===== config.mk =====
export PLATFORM = sky130hd
export DESIGN_NAME = sodc_output_drive_ctrl
export DESIGN_NICKNAME = d
export VERILOG_FILES = /design/src/rtl/sodc_pkg.sv /design/src/rtl/sodc_pin_if.sv /design/src/rtl/sodc_output_drive_ctrl.sv /design/src/rtl/sodc_pin_sampler.sv
export VERILOG_INCLUDE_DIRS = /design/src /design/src/rtl
export SDC_FILE = /design/constraint.sdc
export NUM_CORES = 1
export LEC_CHECK = 0
export ABC_CLOCK_PERIOD_IN_PS = 2500
export BUFFER_PORTS_ARGS = -buffer_cell sky130_fd_sc_hd__buf_2
export CAP_MARGIN = 20
export CORE_AREA = 3 3 60 62
export DETAILED_ROUTE_END_ITERATION = 8
export DIE_AREA = 0 0 63 65
export MAX_ROUTING_LAYER = met4
export PLACE_DENSITY = 0.84
export SLEW_MARGIN = 20
export SYNTH_ARGS = -nofsm -noshare
export SYNTH_HDL_FRONTEND = slang
export SYNTH_SLANG_ARGS = --single-unit

===== constraint.sdc =====
create_clock -name ref_clk -period 2.5 [get_ports ref_clk]
set_input_delay 0.375 -clock ref_clk [delete_from_list [all_inputs] [get_ports ref_clk]]
set_output_delay 0.375 -clock ref_clk [all_outputs]
set_load 0.01 [all_outputs]

===== src/rtl/sodc_map.svh =====
// Register offsets, field positions, codes and reset values of the output drive control
`ifndef SODC_MAP_SVH
`define SODC_MAP_SVH
`define SODC_ADDR_W 7
`define SODC_OFS_RESET_CTRL 7'h00
`define SODC_OFS_HANDSHAKE 7'h01
`define SODC_OFS_SERIAL_RST_EN 7'h02
`define SODC_RST_CODE 8'hc3
`define SODC_SEL_LSB 1
`define SODC_SEL_MSB 3
`define SODC_REL_BIT 0
`define SODC_RSTEN_BIT 0
`define SODC_SEL_DRDY_SEL_ONLY 3'h0
`define SODC_SEL_DRDY_ALWAYS 3'h3
`define SODC_SEL_HIZ 3'h4
`define SODC_HANDSHAKE_RST 8'h00
`define SODC_SERIAL_RST_EN_RST 8'h00
`define SODC_BITS_PER_BYTE_M1 3'h7
`define SODC_MIN_BYTES_M1 2'h1
`endif


===== src/rtl/sodc_pkg.sv =====
// Types shared by the output drive control modules
package sodc_pkg;
    typedef enum logic [1:0] {
        SODC_DRIVE = 2'h0,
        SODC_HOLD_LAST = 2'h1,
        SODC_RELEASED = 2'h3
    } sodc_frame_e;
endpackage : sodc_pkg


===== src/rtl/sodc_pin_if.sv =====
// Synchronised serial-pin events passed from the sampler to the control logic
`timescale 1ns/100ps
interface sodc_pin_if;
    logic sclk_rise;
    logic sclk_fall;
    logic selected;
    modport sampler (output sclk_rise, output sclk_fall, output selected);
    modport ctrl (input sclk_rise, input sclk_fall, input selected);
endinterface : sodc_pin_if


===== src/rtl/sodc_output_drive_ctrl.sv =====
// Output drive control for the shared serial data-out / data-ready pin
`timescale 1ns/100ps
`include "sodc_map.svh"
module sodc_output_drive_ctrl
    import sodc_pkg::*;
(
    input wire logic ref_clk,
    input wire logic reset_n,
    input wire logic sclk,
    input wire logic chip_select_n,
    input wire logic conv_read,
    input wire logic last_byte,
    input wire logic serial_data,
    input wire logic data_ready_n,
    input wire logic reg_wr_en,
    input wire logic reg_rd_en,
    input wire logic [`SODC_ADDR_W-1:0] reg_addr,
    input wire logic [7:0] reg_wdata,
    output logic [7:0] reg_rdata,
    output logic sdo_out,
    output logic sdo_oe,
    output logic serial_reset_armed,
    output logic reg_conv_reset
);
    typedef struct packed {
        logic [7:0] handshake;
        logic [7:0] rst_enable;
        logic rst_sticky;
        sodc_frame_e frame;
        logic [2:0] bit_cnt;
        logic [1:0] byte_cnt;
        logic pin_val;
        logic pin_oe;
        logic rst_pulse;
        logic [7:0] rdata;
    } sodc_state_s;

    sodc_state_s st_ff;
    sodc_state_s nxt_st;
    // Raw pins reach the logic only through the synchroniser
    sodc_pin_if pins ();

    sodc_pin_sampler sodc_pin_sampler_i (
        .ref_clk(ref_clk),
        .reset_n(reset_n),
        .sclk(sclk),
        .chip_select_n(chip_select_n),
        .pins(pins)
    );

    // Unmapped and write-only offsets read as zero
    function automatic logic [7:0] read_reg(input logic [`SODC_ADDR_W-1:0] addr,
                                            input sodc_state_s s);
        logic [7:0] val;
        val = 8'h00;
        if (addr == `SODC_OFS_HANDSHAKE) begin
            val = s.handshake;
        end else if (addr == `SODC_OFS_SERIAL_RST_EN) begin
            val = s.rst_enable;
        end
        return val;
    endfunction : read_reg

    // Data-ready may own the pin while selected under either drive code
    function automatic logic drdy_when_selected(input logic [2:0] sel);
        return sel == `SODC_SEL_DRDY_SEL_ONLY || sel == `SODC_SEL_DRDY_ALWAYS;
    endfunction : drdy_when_selected

    // Only one code keeps data-ready on the pin after deselect
    function automatic logic drdy_when_idle(input logic [2:0] sel);
        return sel == `SODC_SEL_DRDY_ALWAYS;
    endfunction : drdy_when_idle

    // Returns {enable, value}; forbidden codes drive read data only, else fall through to high-Z
    function automatic logic [1:0] pin_drive(input logic selected,
                                             input logic released,
                                             input logic reading,
                                             input logic [2:0] sel,
                                             input logic dout,
                                             input logic ready_n);
        logic [1:0] oe_val;
        oe_val = 2'h0;
        if (selected) begin
            // Released frame stays off the line until deselect
            if (released) begin
                oe_val = 2'h0;
            end else if (reading) begin
                oe_val = {1'b1, dout};
            end else if (drdy_when_selected(sel)) begin
                oe_val = {1'b1, ready_n};
            end
        end else if (drdy_when_idle(sel)) begin
            oe_val = {1'b1, ready_n};
        end
        return oe_val;
    endfunction : pin_drive

    // Release tracking; a cut frame restarts at the next select
    function automatic sodc_frame_e frame_next(input sodc_frame_e frame,
                                               input logic rise_last,
                                               input logic fall,
                                               input logic hold_to_fall);
        sodc_frame_e nxt;
        nxt = frame;
        unique case (frame)
            SODC_DRIVE: begin
                if (rise_last) begin
                    nxt = hold_to_fall ? SODC_HOLD_LAST : SODC_RELEASED;
                end
            end
            SODC_HOLD_LAST: begin
                if (fall) begin
                    nxt = SODC_RELEASED;
                end
            end
            SODC_RELEASED: begin
                nxt = SODC_RELEASED;
            end
            default: begin
                // Unused code; fall back to driving
                nxt = SODC_DRIVE;
            end
        endcase
        return nxt;
    endfunction : frame_next

    // Register writes; a write of the reset code restores both registers and clears the sticky flag
    function automatic sodc_state_s apply_write(input sodc_state_s s,
                                                input logic [`SODC_ADDR_W-1:0] addr,
                                                input logic [7:0] data);
        sodc_state_s r;
        r = s;
        // Any other value at the reset offset is ignored
        if (addr == `SODC_OFS_HANDSHAKE) begin
            // Forbidden codes are stored as written; behaviour then is read data while selected, high-Z otherwise
            r.handshake = data;
        end else if (addr == `SODC_OFS_SERIAL_RST_EN && !s.rst_sticky) begin
            // Sticky until the reset code clears it
            r.rst_enable = data;
            r.rst_sticky = 1'b1;
        end else if (addr == `SODC_OFS_RESET_CTRL && data == `SODC_RST_CODE) begin
            r.handshake = `SODC_HANDSHAKE_RST;
            r.rst_enable = `SODC_SERIAL_RST_EN_RST;
            r.rst_sticky = 1'b0;
            r.rst_pulse = 1'b1;
        end
        return r;
    endfunction : apply_write

    logic [2:0] drv_sel;
    logic rel_on_fall;
    logic last_rise;
    assign drv_sel = st_ff.handshake[`SODC_SEL_MSB:`SODC_SEL_LSB];
    assign rel_on_fall = st_ff.handshake[`SODC_REL_BIT];
    // Sixteenth bit or later, on a byte boundary, of the final byte
    assign last_rise = pins.sclk_rise && last_byte
                       && st_ff.bit_cnt == `SODC_BITS_PER_BYTE_M1
                       && st_ff.byte_cnt >= `SODC_MIN_BYTES_M1;

    always_comb begin
        nxt_st = st_ff;
        nxt_st.rst_pulse = 1'b0;
        // Read data holds until the next read strobe
        if (reg_rd_en) begin
            nxt_st.rdata = read_reg(reg_addr, st_ff);
        end

        // Frame tracking: counts restart on every deselect
        if (!pins.selected) begin
            nxt_st.frame = SODC_DRIVE;
            nxt_st.bit_cnt = 3'h0;
            nxt_st.byte_cnt = 2'h0;
        end else begin
            if (pins.sclk_rise) begin
                nxt_st.bit_cnt = st_ff.bit_cnt + 3'h1;
                if (st_ff.bit_cnt == `SODC_BITS_PER_BYTE_M1 && st_ff.byte_cnt != 2'h3) begin
                    nxt_st.byte_cnt = st_ff.byte_cnt + 2'h1;
                end
            end
            // Release tracking per frame
            nxt_st.frame = frame_next(st_ff.frame, last_rise, pins.sclk_fall, rel_on_fall);
        end

        // Pin source; released frames hand the line back to the host
        {nxt_st.pin_oe, nxt_st.pin_val} = pin_drive(pins.selected,
                                                    nxt_st.frame == SODC_RELEASED,
                                                    conv_read, drv_sel, serial_data,
                                                    data_ready_n);

        if (reg_wr_en) begin
            nxt_st = apply_write(nxt_st, reg_addr, reg_wdata);
        end
    end

    // Async reset leaves the line released and the reset function disarmed
    always_ff @(posedge ref_clk or negedge reset_n) begin
        if (!reset_n) begin
            st_ff <= '{handshake: `SODC_HANDSHAKE_RST, rst_enable: `SODC_SERIAL_RST_EN_RST,
                       rst_sticky: 1'b0, frame: SODC_DRIVE, bit_cnt: 3'h0, byte_cnt: 2'h0,
                       pin_val: 1'b0, pin_oe: 1'b0, rst_pulse: 1'b0, rdata: 8'h00};
        end else begin
            st_ff <= nxt_st;
        end
    end

    // Every output comes straight from a flop
    assign reg_rdata = st_ff.rdata;
    assign sdo_out = st_ff.pin_val;
    assign sdo_oe = st_ff.pin_oe;
    assign serial_reset_armed = st_ff.rst_enable[`SODC_RSTEN_BIT];
    assign reg_conv_reset = st_ff.rst_pulse;
endmodule : sodc_output_drive_ctrl


===== src/rtl/sodc_pin_sampler.sv =====
// Two-stage synchronisers for the serial clock and chip select, edge detection for the serial clock only
`timescale 1ns/100ps
module sodc_pin_sampler (
    input wire logic ref_clk,
    input wire logic reset_n,
    input wire logic sclk,
    input wire logic chip_select_n,
    sodc_pin_if.sampler pins
);
    typedef struct packed {
        logic [1:0] sclk_meta;
        logic [1:0] cs_meta;
        logic sclk_prev;
    } sodc_smp_s;

    sodc_smp_s st_ff;
    sodc_smp_s nxt_st;

    always_comb begin
        nxt_st = st_ff;
        nxt_st.sclk_meta = {st_ff.sclk_meta[0], sclk};
        nxt_st.cs_meta = {st_ff.cs_meta[0], chip_select_n};
        nxt_st.sclk_prev = st_ff.sclk_meta[1];
    end

    always_ff @(posedge ref_clk or negedge reset_n) begin
        if (!reset_n) begin
            st_ff <= '{sclk_meta: 2'h0, cs_meta: 2'h3, sclk_prev: 1'b0};
        end else begin
            st_ff <= nxt_st;
        end
    end

    // Only the second stage is looked at
    assign pins.sclk_rise = st_ff.sclk_meta[1] & ~st_ff.sclk_prev;
    assign pins.sclk_fall = ~st_ff.sclk_meta[1] & st_ff.sclk_prev;
    assign pins.selected = ~st_ff.cs_meta[1];
endmodule : sodc_pin_sampler


**Yosys cells after proc, flatten, opt, wreduce, memory -nomap -nowiden**

Index checks and enable logic that the tools add are counted.
W data, S select, Z words.

- Register bits: 40

- $lt $le $gt $ge: 1
- Eq/ne operators: 10
- Bitwise logic cells: 5
- Reductions and logical operators: 15
- Muxes and demuxes: 23
- Add/subtract/negate cells: 2

Operators by type and width:

| kind | number |
|---|---|
| $mux W8 | 5 |
| $mux W2 | 9 |
| $mux W9 | 2 |
| $mux W17 | 1 |
| $eq A8 B8 Y1 const B | 1 |
| $eq A7 B1 Y1 const B | 1 |
| $eq A7 B2 Y1 const B | 1 |
| $logic_not A7 Y1 | 1 |
| $mux W7 | 1 |
| $logic_and A1 B1 Y1 | 6 |
| $pmux W2 S3 | 1 |
| $reduce_and A3 Y1 | 2 |
| $mux W5 | 1 |
| $eq A2 B2 Y1 const B | 2 |
| $ne A2 B2 Y1 const B | 2 |
| $reduce_bool A2 Y1 | 2 |
| $add A3 B1 Y3 const B | 1 |
| $eq A3 B2 Y1 const B | 1 |
| $eq A3 B3 Y1 const B | 1 |
| $logic_not A3 Y1 | 1 |
| $mux W1 | 3 |
| $not A1 Y1 | 3 |
| $add A2 B1 Y2 const B | 1 |
| $and A1 B1 Y1 | 2 |
| other kinds (5) | 5 |

**Depth between registers and ports, before layout**

Gate-level depths: netlist of run 1.

- Depth in word-level cells: 11
- Gate-level depth with buffers: 6

**By module**

A second synthesis of run 1 with hierarchy kept.

- Cells, all modules: 155
- Area total of the unflattened synthesis: 1809.2 um^2

Modules (own cells, without submodules):

| module | area an instance (um^2) | sequential area each (um^2) | cells each | times used |
|---|---|---|---|---|
| sodc_output_drive_ctrl | 1662.8 | 875.8 | 147 | 1 |
| sodc_pin_sampler | 146.4 | 127.6 | 8 | 1 |

**Worst setup path before layout of run 1**

No wires, ideal clock.

- Kind: input port to flip-flop
- Start: in reg_addr[1]
- End: reg st_ff (netlist bit serial_reset_armed)
- Setup slack: 1.103 ns
- Data required time: 2.379 ns
- Cell stages on the path: 6
- Setup time: 0.121 ns
- Arrival time: 1.276 ns
- Cell sequence: nor2b_1 buf_4 and2b_1 and2_1 buf_4 a22o_1

- Longest elaborated chain between the ends: 4

Ends and longest elaborated chain:

| what | RTL line | source |
|---|---|---|
| start, declared | sodc_output_drive_ctrl.sv:17 | `` input wire logic [`SODC_ADDR_W-1:0] reg_addr, `` |
| $eq A7 B2 Y1 (no line) or $logic_not A7 Y1 (tied branches) | -- |  |
| $logic_and A1 B1 Y1 (on tied branches) | -- |  |
| $reduce_bool A2 Y1 (no line) | -- |  |
| $reduce_and A3 Y1 (no line) | -- |  |
| end signal, assigned | sodc_output_drive_ctrl.sv:198 | `` st_ff <= '{handshake: `SODC_HANDSHAKE_RST, rst_enable: `SODC_SERIAL_RST_EN_RST, `` |
| end signal, assigned | sodc_output_drive_ctrl.sv:202 | `st_ff <= nxt_st;` |
| end, declared | sodc_output_drive_ctrl.sv:38 | `sodc_state_s st_ff;` |

Parallel ways exist; a longest one is shown, timed or not.
A chain may end at the register's enable or synchronous reset.

==> results_dict.tcl, run 1 <==
set metrics [dict create \
    synthArstFlopShare_pct 100 \
    critPathMostFrequentCell "nor2_1" \
    yosys.area.top_type "dfrtp_1" \
    synth_area_per_cell_um2 11.6 \
    synthAdderAreaFrac_pct 2.81 \
    synth-simple-area-share_pct 10.9 \
    path_buf_inv 1 \
    critPathSlowestCell "dfrtp_1" \
    cp_cell_sequence "inv_1, ha_1, nor2_1, a41oi_1, nor3_1, nor2_1" \
    row_count 20 \
    synth_top_area_share_pct 53.3 \
    grt_util_all_layers_pct 19.0 \
    use_met3_pct 4.68 \
    grt_max_degree 41 \
    antenna_cells 0 \
    ys.flop_type "dfrtp_1" \
    synth_area_leaders "dfrtp_1 (53%), a22o_1 (7.9%), buf_4 (5.5%)" \
    end_kind "flip-flop" \
    grt_setup_unrepaired "false" \
    synth_top_family_by_area "compound AO/OA/AOI/OAI gates" \
    die_x_um 63 \
    vias 1290 \
    grt_pass1_vias 1285 \
    p_total_w 0.00128 \
    hold_viol 0 \
    synth_area_um2 1780 \
    slowest_delay_ps 400 \
    cts_htree_levels 2 \
    path_max_fanout 3 \
    drive_above_1_share_pct 27.7 \
    grt-busiest-layer "met2" \
    ant_nets 0 \
    syn_nets 183 \
    yosysWarningCount 0 \
    area_growth_pct 13.1 \
    maxSlewHeadroom_pct 44.8 \
    cp_data_required_time_ps 2720 \
    cp_top_family "simple AND/OR/NAND/NOR gates" \
    period_share_pct 58.5 \
    cts_root_buf "clkbuf_4" \
    cts_buffers 5 \
    numPortBuffers 36 \
    cts_buffer_depth 2 \
    ctsHoldBuffers 0 \
    syn-instance-count 154 \
    antenna_found_initial 0 \
    powerDensity_nw_per_um2 635 \
    cts_resized 0 \
    hold_class "in -> async" \
    peakVddDrop_mv 0.452 \
    place_ws_ps 747 \
    cap_violations 0 \
    wl_per_cell_um 15.2 \
    drv_slew 0 \
    muxShareOfSynthArea_pct 0 \
    io_pins 37 \
    ys_ff_latch 40 \
    hpwlAfterDp_um 2580 \
    drt_wl_total_um 3460 \
    start_util_pct 57.9 \
    critPathLaunchType "flip-flop" \
    drc_errors 0 \
    tritoncts "built" \
    synth_compound_area_share_pct 19.9 \
    post_cts_buffers 0 \
    path_clk_slew_ps 110 \
    setup_violations 0 \
    num-nets-final 212 \
    synth_seq_area_share_pct 56.3 \
    nFillCells 256 \
    p_leak_nw 0.987 \
    fmax_mhz 683 \
    setup.worst_path.class "reg -> reg" \
    avgViaCountPerCell 5.66 \
    finClkSkew_ps 11.6 \
    synth_edf_count 0 \
    layout_setup_ws_ps 1040 \
    cp.arrival_ps 1680 \
    outcome "completed" \
    gp_congestion 0.768 \
    worst_pin_slew_ps 827 \
    grt_use_met1_pct 23.5 \
    synth_xor_area_share_pct 1.47 \
    min_period_ps 1460 \
    grt_first_pass_wirelength_um 5930 \
    clk_latency_ps 340 \
    dieArea_um2 4100 \
    core_area_um2 3080 \
    synth_cell_types 31 \
    finalSetupTns_ps 0 \
    drtPass1Iterations 4 \
    die_h_um 65 \
    drt_iter0_markers 42 \
    clock-sinks 40 \
    globalRouteOverflowTotal 0 \
    met2_usage_pct 31.0 \
]
==> layout by cell type, fill, tap and decap left out, drive strengths merged, types with 4 or more instances in the layout <==
cell	netlist	routed
nor2	8	8
clkbuf	2	7
a22o	16	16
dfrtp	38	38
a22oi	8	8
a21oi	5	5
buf	13	37
o22ai	8	8
inv	13	13
ha	4	4
nand2	7	7
==> flip-flops by register name, indices dropped and copies added (netlist names) <==
| signal | flops |
|---|---|
| sdo_out | 1 |
| reg_rdata | 8 |
| reg_conv_reset | 1 |
| serial_reset_armed | 1 |
| sodc_pin_sampler_i.st_ff | 2 |
| sdo_oe | 1 |
| rel_on_fall | 1 |
| drv_sel | 3 |
| st_ff | 19 |
| sodc_pin_sampler_i.nxt_st | 3 |
==> where the power goes <==
part	total, W	switching (W)	internal, W
combinational	0.000111	0.0000571	0.0000534
sequential	0.000705	0.0000248	0.000681
clock	0.000463	0.000197	0.000266
total	0.00128	0.000279	0.00100
==> cells in the mapped netlist, types with 2 or more instances <==
library cell,instances
and2_1,2
dfstp_2,2
a22o_1,16
o22ai_1,8
ha_1,4
nor2_1,8
buf_4,13
xnor2_1,2
dfrtp_1,38
nand2_1,7
nand2b_1,3
clkbuf_1,2
a22oi_1,8
and2b_1,3
nor2b_1,2
o31ai_1,3
nor3_1,2
o21ai_4,2
inv_1,13
a21oi_1,5
==> final timing paths <==
kind                                                             start                                endpoint  slack (ps)  cells past startpoint
worst min-delay path                                           reset_n                   st_ff[13]$_DFFE_PN0P_         120                      1
worst max register to register                   st_ff[11]$_DFFE_PN0P_                        sdo_oe$_DFF_PN0_        1040                      6
max in group asynchronous                                      reset_n                   st_ff[24]$_DFFE_PN0P_        1850                      1
min in group ref_clk                                     chip_select_n  sodc_pin_sampler_i.nxt_st[2]$_DFF_PN1_         130                      1
worst max-delay path                             st_ff[11]$_DFFE_PN0P_                        sdo_oe$_DFF_PN0_        1040                      6
worst min register to register  sodc_pin_sampler_i.nxt_st[4]$_DFF_PN0_  sodc_pin_sampler_i.nxt_st[0]$_DFF_PN0_         360                      0
==> layer usage <==
metal  share of wire, %  up-vias
li1                   -      597
met1                 45      631
met2                 47       57
met3                6.7        5
met4                1.3        0
met5                  0        -
==> stage by stage <==
stage,util [%],cell area (µm²),hold slack [ps],instances
after detailed placement,62.4,1920,340,220
after global routing,65.5,2020,100,228
after floorplan,-,1780,79.4,154
final,65.5,2020,125,228
after global placement,62.4,1920,332,220
after CTS,65.5,2020,119,228
==> layout make-up <==
cell class | instances | area, µm² | share of cell area (%)
sequential | 40 | 1000 | 49.8
tap | 44 | 55.1 | 2.73
clock inverter | 1 | 30.0 | 1.49
clock buffer | 7 | 65.1 | 3.23
multi-input combinational | 86 | 626 | 31.0
inverter | 13 | 48.8 | 2.42
timing repair buffer | 37 | 188 | 9.31
==> worst reg2reg max path, delay by kind of cell, from the launching register on <==
family                     cells  cell delay [ps]
adders and majority gates      1              180
and+or+nand+nor                3              540
buffers and inverters          1               60
DFF                            1              400
AOI/OAI and AO/OA              1              180
==> kinds of logic (layout without fill, tap and decap cells) <==
group	after synthesis	after routing
xor gates and xnor gates	3	3
DFF	40	40
and+or+nand+nor	34	34
adders and majority gates	4	4
AOI/OAI and AO/OA	45	45
buffers and inverters	28	58
Note: power is estimated with default switching activity, not from simulation.
==> run 2: changes to the inputs <==
ABC_CLOCK_PERIOD_IN_PS = 1480   (was 2500)
CORE_AREA = 3 3 63 65   (was 3 3 60 62)
DIE_AREA = 0 0 66 68   (was 0 0 63 65)
PLACE_DENSITY = 0.77   (was 0.84)
clock period = 1.48 ns   (was 2.5 ns; I/O delays follow)
==> run 2 against run 1 <==
  * Fmax is 3.9% higher
  * Worst hold slack worse by 3.7 ps
  * Critical path depth fell by 1
  * Sequential power grew 69%
  * Worst setup slack worse by 970 ps
  * Clock power rose by 11%
  * Register-to-register slack worse by 970 ps
  * Combinational power up 80%
  * Largest power group unchanged
  * Highest routed layer unchanged
==> results_dict.tcl, run 2 (same netlist as run 1, synthesis figures left out) <==
set metrics [dict create \
    cp.arrival_ps 1640 \
    grt_use_met1_pct 22.5 \
    holdWs_ps 121 \
    cp_cell_sequence "ha_1, ha_2, and4bb_2, xnor2_1, nor2_1" \
    vias 1273 \
    top_register "st_ff" \
    setup.worst_path.class "reg -> reg" \
    post_cts_buffers 0 \
    cp_data_required_time_ps 1710 \
    globalRouteOverflowTotal 0 \
    wl_per_cell_um 14.7 \
    r2r_slack_ps 70 \
    area_growth_pct 15.2 \
    worst_pin_slew_ps 484 \
    power_frac_seq_pct 62.6 \
    critPathSlowestCell "dfrtp_1" \
    path_clk_slew_ps 110 \
    outcome "completed" \
    core_area_um2 3390 \
    dieArea_um2 4490 \
    r2r_cells 5 \
    grt-busiest-layer "met2" \
    critPathLaunchType "flip-flop" \
    grt_util_all_layers_pct 17.7 \
    gp_congestion 0.881 \
    cp.depth 5 \
    numPortBuffers 36 \
    cp_top_family "flip-flops" \
    met2_usage_pct 26.3 \
    use_met3_pct 5.09 \
    cts_root_buf "clkbuf_4" \
    die_h_um 68 \
    row_count 21 \
    clock-sinks 40 \
    finClkSkew_ps 5.86 \
    switching_share_pct 25.0 \
    largest_reg_flops 19 \
    start_util_pct 52.6 \
    rr_endpoint "st_ff[11]$_DFFE_PN0P_" \
    io_pins 37 \
    grt_pass1_vias 1249 \
    end_kind "flip-flop" \
    cap_violations 0 \
    critical_path.endpoint "st_ff[11]$_DFFE_PN0P_" \
    peakVddDrop_mv 0.549 \
    grt_first_pass_wirelength_um 5610 \
    setup_violations 0 \
    avgViaCountPerCell 5.37 \
    min_period_ps 1410 \
    intPower_w 0.00143 \
    cts_htree_levels 2 \
    num-nets-final 220 \
    power_frac_clock_pct 26.9 \
    antenna_cells 0 \
    drt_iter0_markers 68 \
    mostFrequentLayoutCell "dfrtp_1" \
    fmax_mhz 710 \
    drtPass1Iterations 4 \
    slowest_delay_ps 420 \
    drv_slew 0 \
    combPwrFrac_pct 10.5 \
    drc_errors 0 \
    hold_class "in -> reg" \
    p_leak_nw 0.998 \
    period_share_pct 95.2 \
    ant_nets 0 \
    drt_wl_total_um 3490 \
    cts_buffer_depth 2 \
    clk_latency_ps 340 \
    hpwlAfterDp_um 2640 \
    grt_max_degree 41 \
    r2r_start "st_ff[13]$_DFFE_PN0P_" \
    grt_setup_unrepaired "false" \
    maxSlewHeadroom_pct 67.8 \
    fin_util_pct 60.6 \
    hold_viol 0 \
    path_max_fanout 3 \
    startpoint "st_ff[13]$_DFFE_PN0P_" \
    die_x_um 66 \
    layout_common_cells "dfrtp_1 (38), buf_2 (36), a22o_1 (16), inv_1 (13)" \
    path_buf_inv 0 \
    cts_buffers 5 \
    drive_above_1_share_pct 30.4 \
    tritoncts "built" \
    powerDensity_nw_per_um2 927 \
    switching_power_w 0.000476 \
    antenna_found_initial 0 \
]
run 2: routing by layer:
metal	up-vias	routed length, µm
met3	8	272
li1	613	-
met1	605	1580
met4	0	68
met2	47	1560
met5	-	0
run 2: area by class of cell:
class	count	area, µm²
clock buffers	6	41.3
clock inverters	1	5.00
fillers	286	1340
inverters	13	48.8
multi-input cells	86	643
flip-flops and latches	40	1000
well taps	46	57.6
repair buffers	45	255
run 2: timing repair:
item	CTS	global route
hold buffers	3	0
gates resized for setup	1	3
hold endpoints to repair	40	0
endpoints found under the setup margin	1	3
run 2: power groups by stage:
stage	sequential [W]	combinational (W)	clock (W)
6_report	0.00119	0.000200	0.000513
5_1_grt	0.00120	0.000221	0.000575
4_1_cts	0.00119	0.000202	0.000527
3_5_place_dp	0.00121	0.000195	0
3_3_place_gp	0.00121	0.000188	0
2_1_floorplan	0.00120	0.000103	0
run 2: worst min path at each step:
| stage | from | endpoint | slack (ps) | depth (start not counted) |
|---|---|---|---|---|
| detailed placement | reset_n | st_ff[17]$_DFF_PN0_ | 300 | 2 |
| global route | reg_wdata[6] | st_ff[25]$_DFFE_PN0P_ | 110 | 2 |
| finish | reg_wdata[6] | st_ff[33]$_DFFE_PN0P_ | 120 | 2 |
| CTS | reg_wdata[6] | st_ff[33]$_DFFE_PN0P_ | 100 | 2 |
| global placement | reset_n | st_ff[13]$_DFFE_PN0P_ | 300 | 2 |
| floorplan | reset_n | drv_sel[0]$_DFFE_PN0P_ | -70 | 0 |
run 2: through the flow:
step | setup WS [ps] | instances | setup TNS, ps | instance area, µm² | power [W]
final | 71.3 | 237 | 0 | 2050 | 0.00190
after global placement | -23.2 | 227 | -249 | 1960 | 0.00140
after floorplan | 189 | 154 | 0 | 1780 | 0.00130
after CTS | 44.3 | 237 | 0 | 2040 | 0.00192
after detailed placement | -84.5 | 227 | -749 | 1960 | 0.00141
after global routing | 0.624 | 237 | 0 | 2050 | 0.00200
==> run 3: changes to the inputs <==
==> constraint.sdc (replaced) <==
create_clock -name ref_clk -period 1.48 [get_ports ref_clk]
set_input_delay 0.37 -clock ref_clk [delete_from_list [all_inputs] [get_ports ref_clk]]
set_output_delay 0.37 -clock ref_clk [all_outputs]
set_load 0.01 [all_outputs]
==> run 3 against run 2 <==
  * Worst hold slack worse by 5.2 ps
  * Critical path depth did not move
  * Utilization increased by 2.5 points
  * Sequential share of layout area down 1.9 points
  * Non-clock buffer count rose by 10
  * Clock power about the same
  * Final area is 4.1% higher
  * Combinational power up 7%
  * Sequential power barely moved
  * Critical endpoint is now st_ff[12]$_DFFE_PN0P_
  * Largest cell class unchanged
  * Largest power group unchanged
==> results_dict.tcl, run 3 (same netlist as run 1, synthesis figures left out) <==
set metrics [dict create \
    cts_buffers 5 \
    wl_per_cell_um 14.3 \
    grt_first_pass_wirelength_um 5840 \
    drv_slew 0 \
    end_kind "flip-flop" \
    clk_latency_ps 340 \
    core_area_um2 3390 \
    grt_max_degree 41 \
    cp_data_required_time_ps 1710 \
    antenna_found_initial 0 \
    switching_power_w 0.000470 \
    grt_pass1_vias 1297 \
    globalRouteOverflowTotal 0 \
    path_max_fanout 3 \
    path_clk_slew_ps 110 \
    intPower_w 0.00145 \
    clock-sinks 40 \
    outcome "completed" \
    row_count 21 \
    min_period_ps 1410 \
    power_frac_seq_pct 62.0 \
    tritoncts "built" \
    numPortBuffers 36 \
    dieArea_um2 4490 \
    drt_wl_total_um 3540 \
    ant_nets 0 \
    switching_share_pct 24.4 \
    period_share_pct 95.4 \
    antenna_cells 0 \
    cap_violations 0 \
    r2r_start "st_ff[13]$_DFFE_PN0P_" \
    hpwlAfterDp_um 2800 \
    cp.arrival_ps 1650 \
    cts_root_buf "clkbuf_4" \
    power_frac_clock_pct 26.8 \
    rr_endpoint "st_ff[12]$_DFFE_PN0P_" \
    cts_htree_levels 2 \
    top_register "st_ff" \
    r2r_cells 5 \
    nFillCells 286 \
    finClkSkew_ps 9.86 \
    cts_buffer_depth 2 \
    grt_setup_unrepaired "false" \
    holdPathStages 1 \
    hold_viol 0 \
    min_from "chip_select_n" \
    cp_cell_sequence "ha_2, ha_1, and4bb_2, a21oi_1, nor2_1" \
    post_cts_buffers 0 \
    drc_errors 0 \
    peakVddDrop_mv 0.407 \
    hold_class "in -> reg" \
    avgViaCountPerCell 5.29 \
    largest_reg_flops 19 \
    die_h_um 68 \
    critPathLaunchType "flip-flop" \
    min_to "sodc_pin_sampler_i.nxt_st[2]$_DFF_PN1_" \
    num-nets-final 230 \
    drtPass1Iterations 4 \
    fin_area_um2 2140 \
    p_leak_nw 1.06 \
    slowest_delay_ps 430 \
    io_pins 37 \
    grt_util_all_layers_pct 18.2 \
    r2r_slack_ps 70 \
    critPathSlowestCell "dfrtp_1" \
    drive_above_1_share_pct 34.2 \
    placed_area_um2 2060 \
    setup_violations 0 \
    mostFrequentLayoutCell "dfrtp_1" \
    fmax_mhz 708 \
    setup.worst_path.class "reg -> reg" \
    maxSlewHeadroom_pct 76.7 \
    powerDensity_nw_per_um2 898 \
    drt_iter0_markers 52 \
    die_x_um 66 \
    area_growth_pct 19.9 \
    gp_congestion 0.804 \
    layout_common_cells "dfrtp_1 (38), buf_2 (36), buf_4 (17), a22o_1 (16), inv_1 (13)" \
    combPwrFrac_pct 11.2 \
    worst_pin_slew_ps 345 \
    vias 1312 \
    finalSetupTns_ps 0 \
    start_util_pct 52.6 \
]
[run 3: cell types whose count changed in the layout (fill, tap and decap cells not counted)]
cell | previous run | this run
dlygate4sd3_1 | 3 | 1
nor2_2 | 1 | 0
clkbuf_1 | 1 | 2
buf_12 | 0 | 1
nor2_1 | 7 | 8
buf_4 | 6 | 17
[run 3: power by group through the flow]
stage	logic (W)	registers, W	clock network [W]
after floorplan	0.000103	0.00120	0
after global placement	0.000205	0.00121	0
after detailed placement	0.000215	0.00121	0
after CTS	0.000217	0.00119	0.000532
after global routing	0.000242	0.00120	0.000583
final	0.000215	0.00119	0.000515
[run 3: per-stage QoR]
stage | utilization (%) | setup slack, ps | cells | hold slack [ps] | power (W)
floorplan | - | 87.6 | 154 | 74.4 | 0.00130
global placement | 60.9 | -191 | 239 | 333 | 0.00141
detailed placement | 60.9 | -226 | 239 | 336 | 0.00143
CTS | 62.6 | 32.6 | 248 | 103 | 0.00194
global route | 63.1 | 19.8 | 248 | 88.6 | 0.00202
finish | 63.1 | 68.0 | 248 | 116 | 0.00192
[run 3: critical path: cells and delay by family, from the launching register on]
| kind | cells | cell delay [ps] |
|---|---|---|
| DFF | 1 | 430 |
| adders and majority gates | 2 | 400 |
| and+or+nand+nor | 2 | 330 |
| AOI/OAI and AO/OA | 1 | 160 |
[run 3: how the worst max path moves through the flow]
stage | endpoint | cells after the start | startpoint
floorplan | serial_reset_armed$_DFFE_PN0P_ | 6 | reg_addr[1]
global placement | st_ff[21]$_DFFE_PN0P_ | 5 | reg_wdata[2]
detailed placement | st_ff[21]$_DFFE_PN0P_ | 5 | reg_wdata[2]
CTS | sdo_out$_DFF_PN0_ | 5 | st_ff[13]$_DFFE_PN0P_
global route | sdo_out$_DFF_PN0_ | 6 | st_ff[11]$_DFFE_PN0P_
finish | st_ff[12]$_DFFE_PN0P_ | 5 | st_ff[13]$_DFFE_PN0P_
[run 3: repair_timing]
action | in CTS | in global routing
gates resized for setup | 0 | 3
hold endpoints to repair | 38 | 0
hold buffers | 1 | 0
endpoints found under the setup margin | 0 | 2
[run 3: layer usage]
| layer | GRT usage (%) | part of all wire [%] |
|---|---|---|
| met1 | 22.0 | 43 |
| met5 | - | 0 |
| met3 | 5.75 | 8.6 |
| met4 | 5.84 | 1.6 |
| met2 | 29.4 | 47 |
[run 3: cell type report]
| class | instances | area, µm² | area share (%) |
|---|---|---|---|
| sequential | 40 | 1000 | 46.9 |
| tap | 46 | 57.6 | 2.69 |
| multi-input combinational | 86 | 641 | 30.0 |
| clock buffer | 7 | 45.0 | 2.11 |
| inverter | 13 | 48.8 | 2.28 |
| clock inverter | 1 | 5.00 | 0.234 |
| timing repair buffer | 55 | 338 | 15.8 |
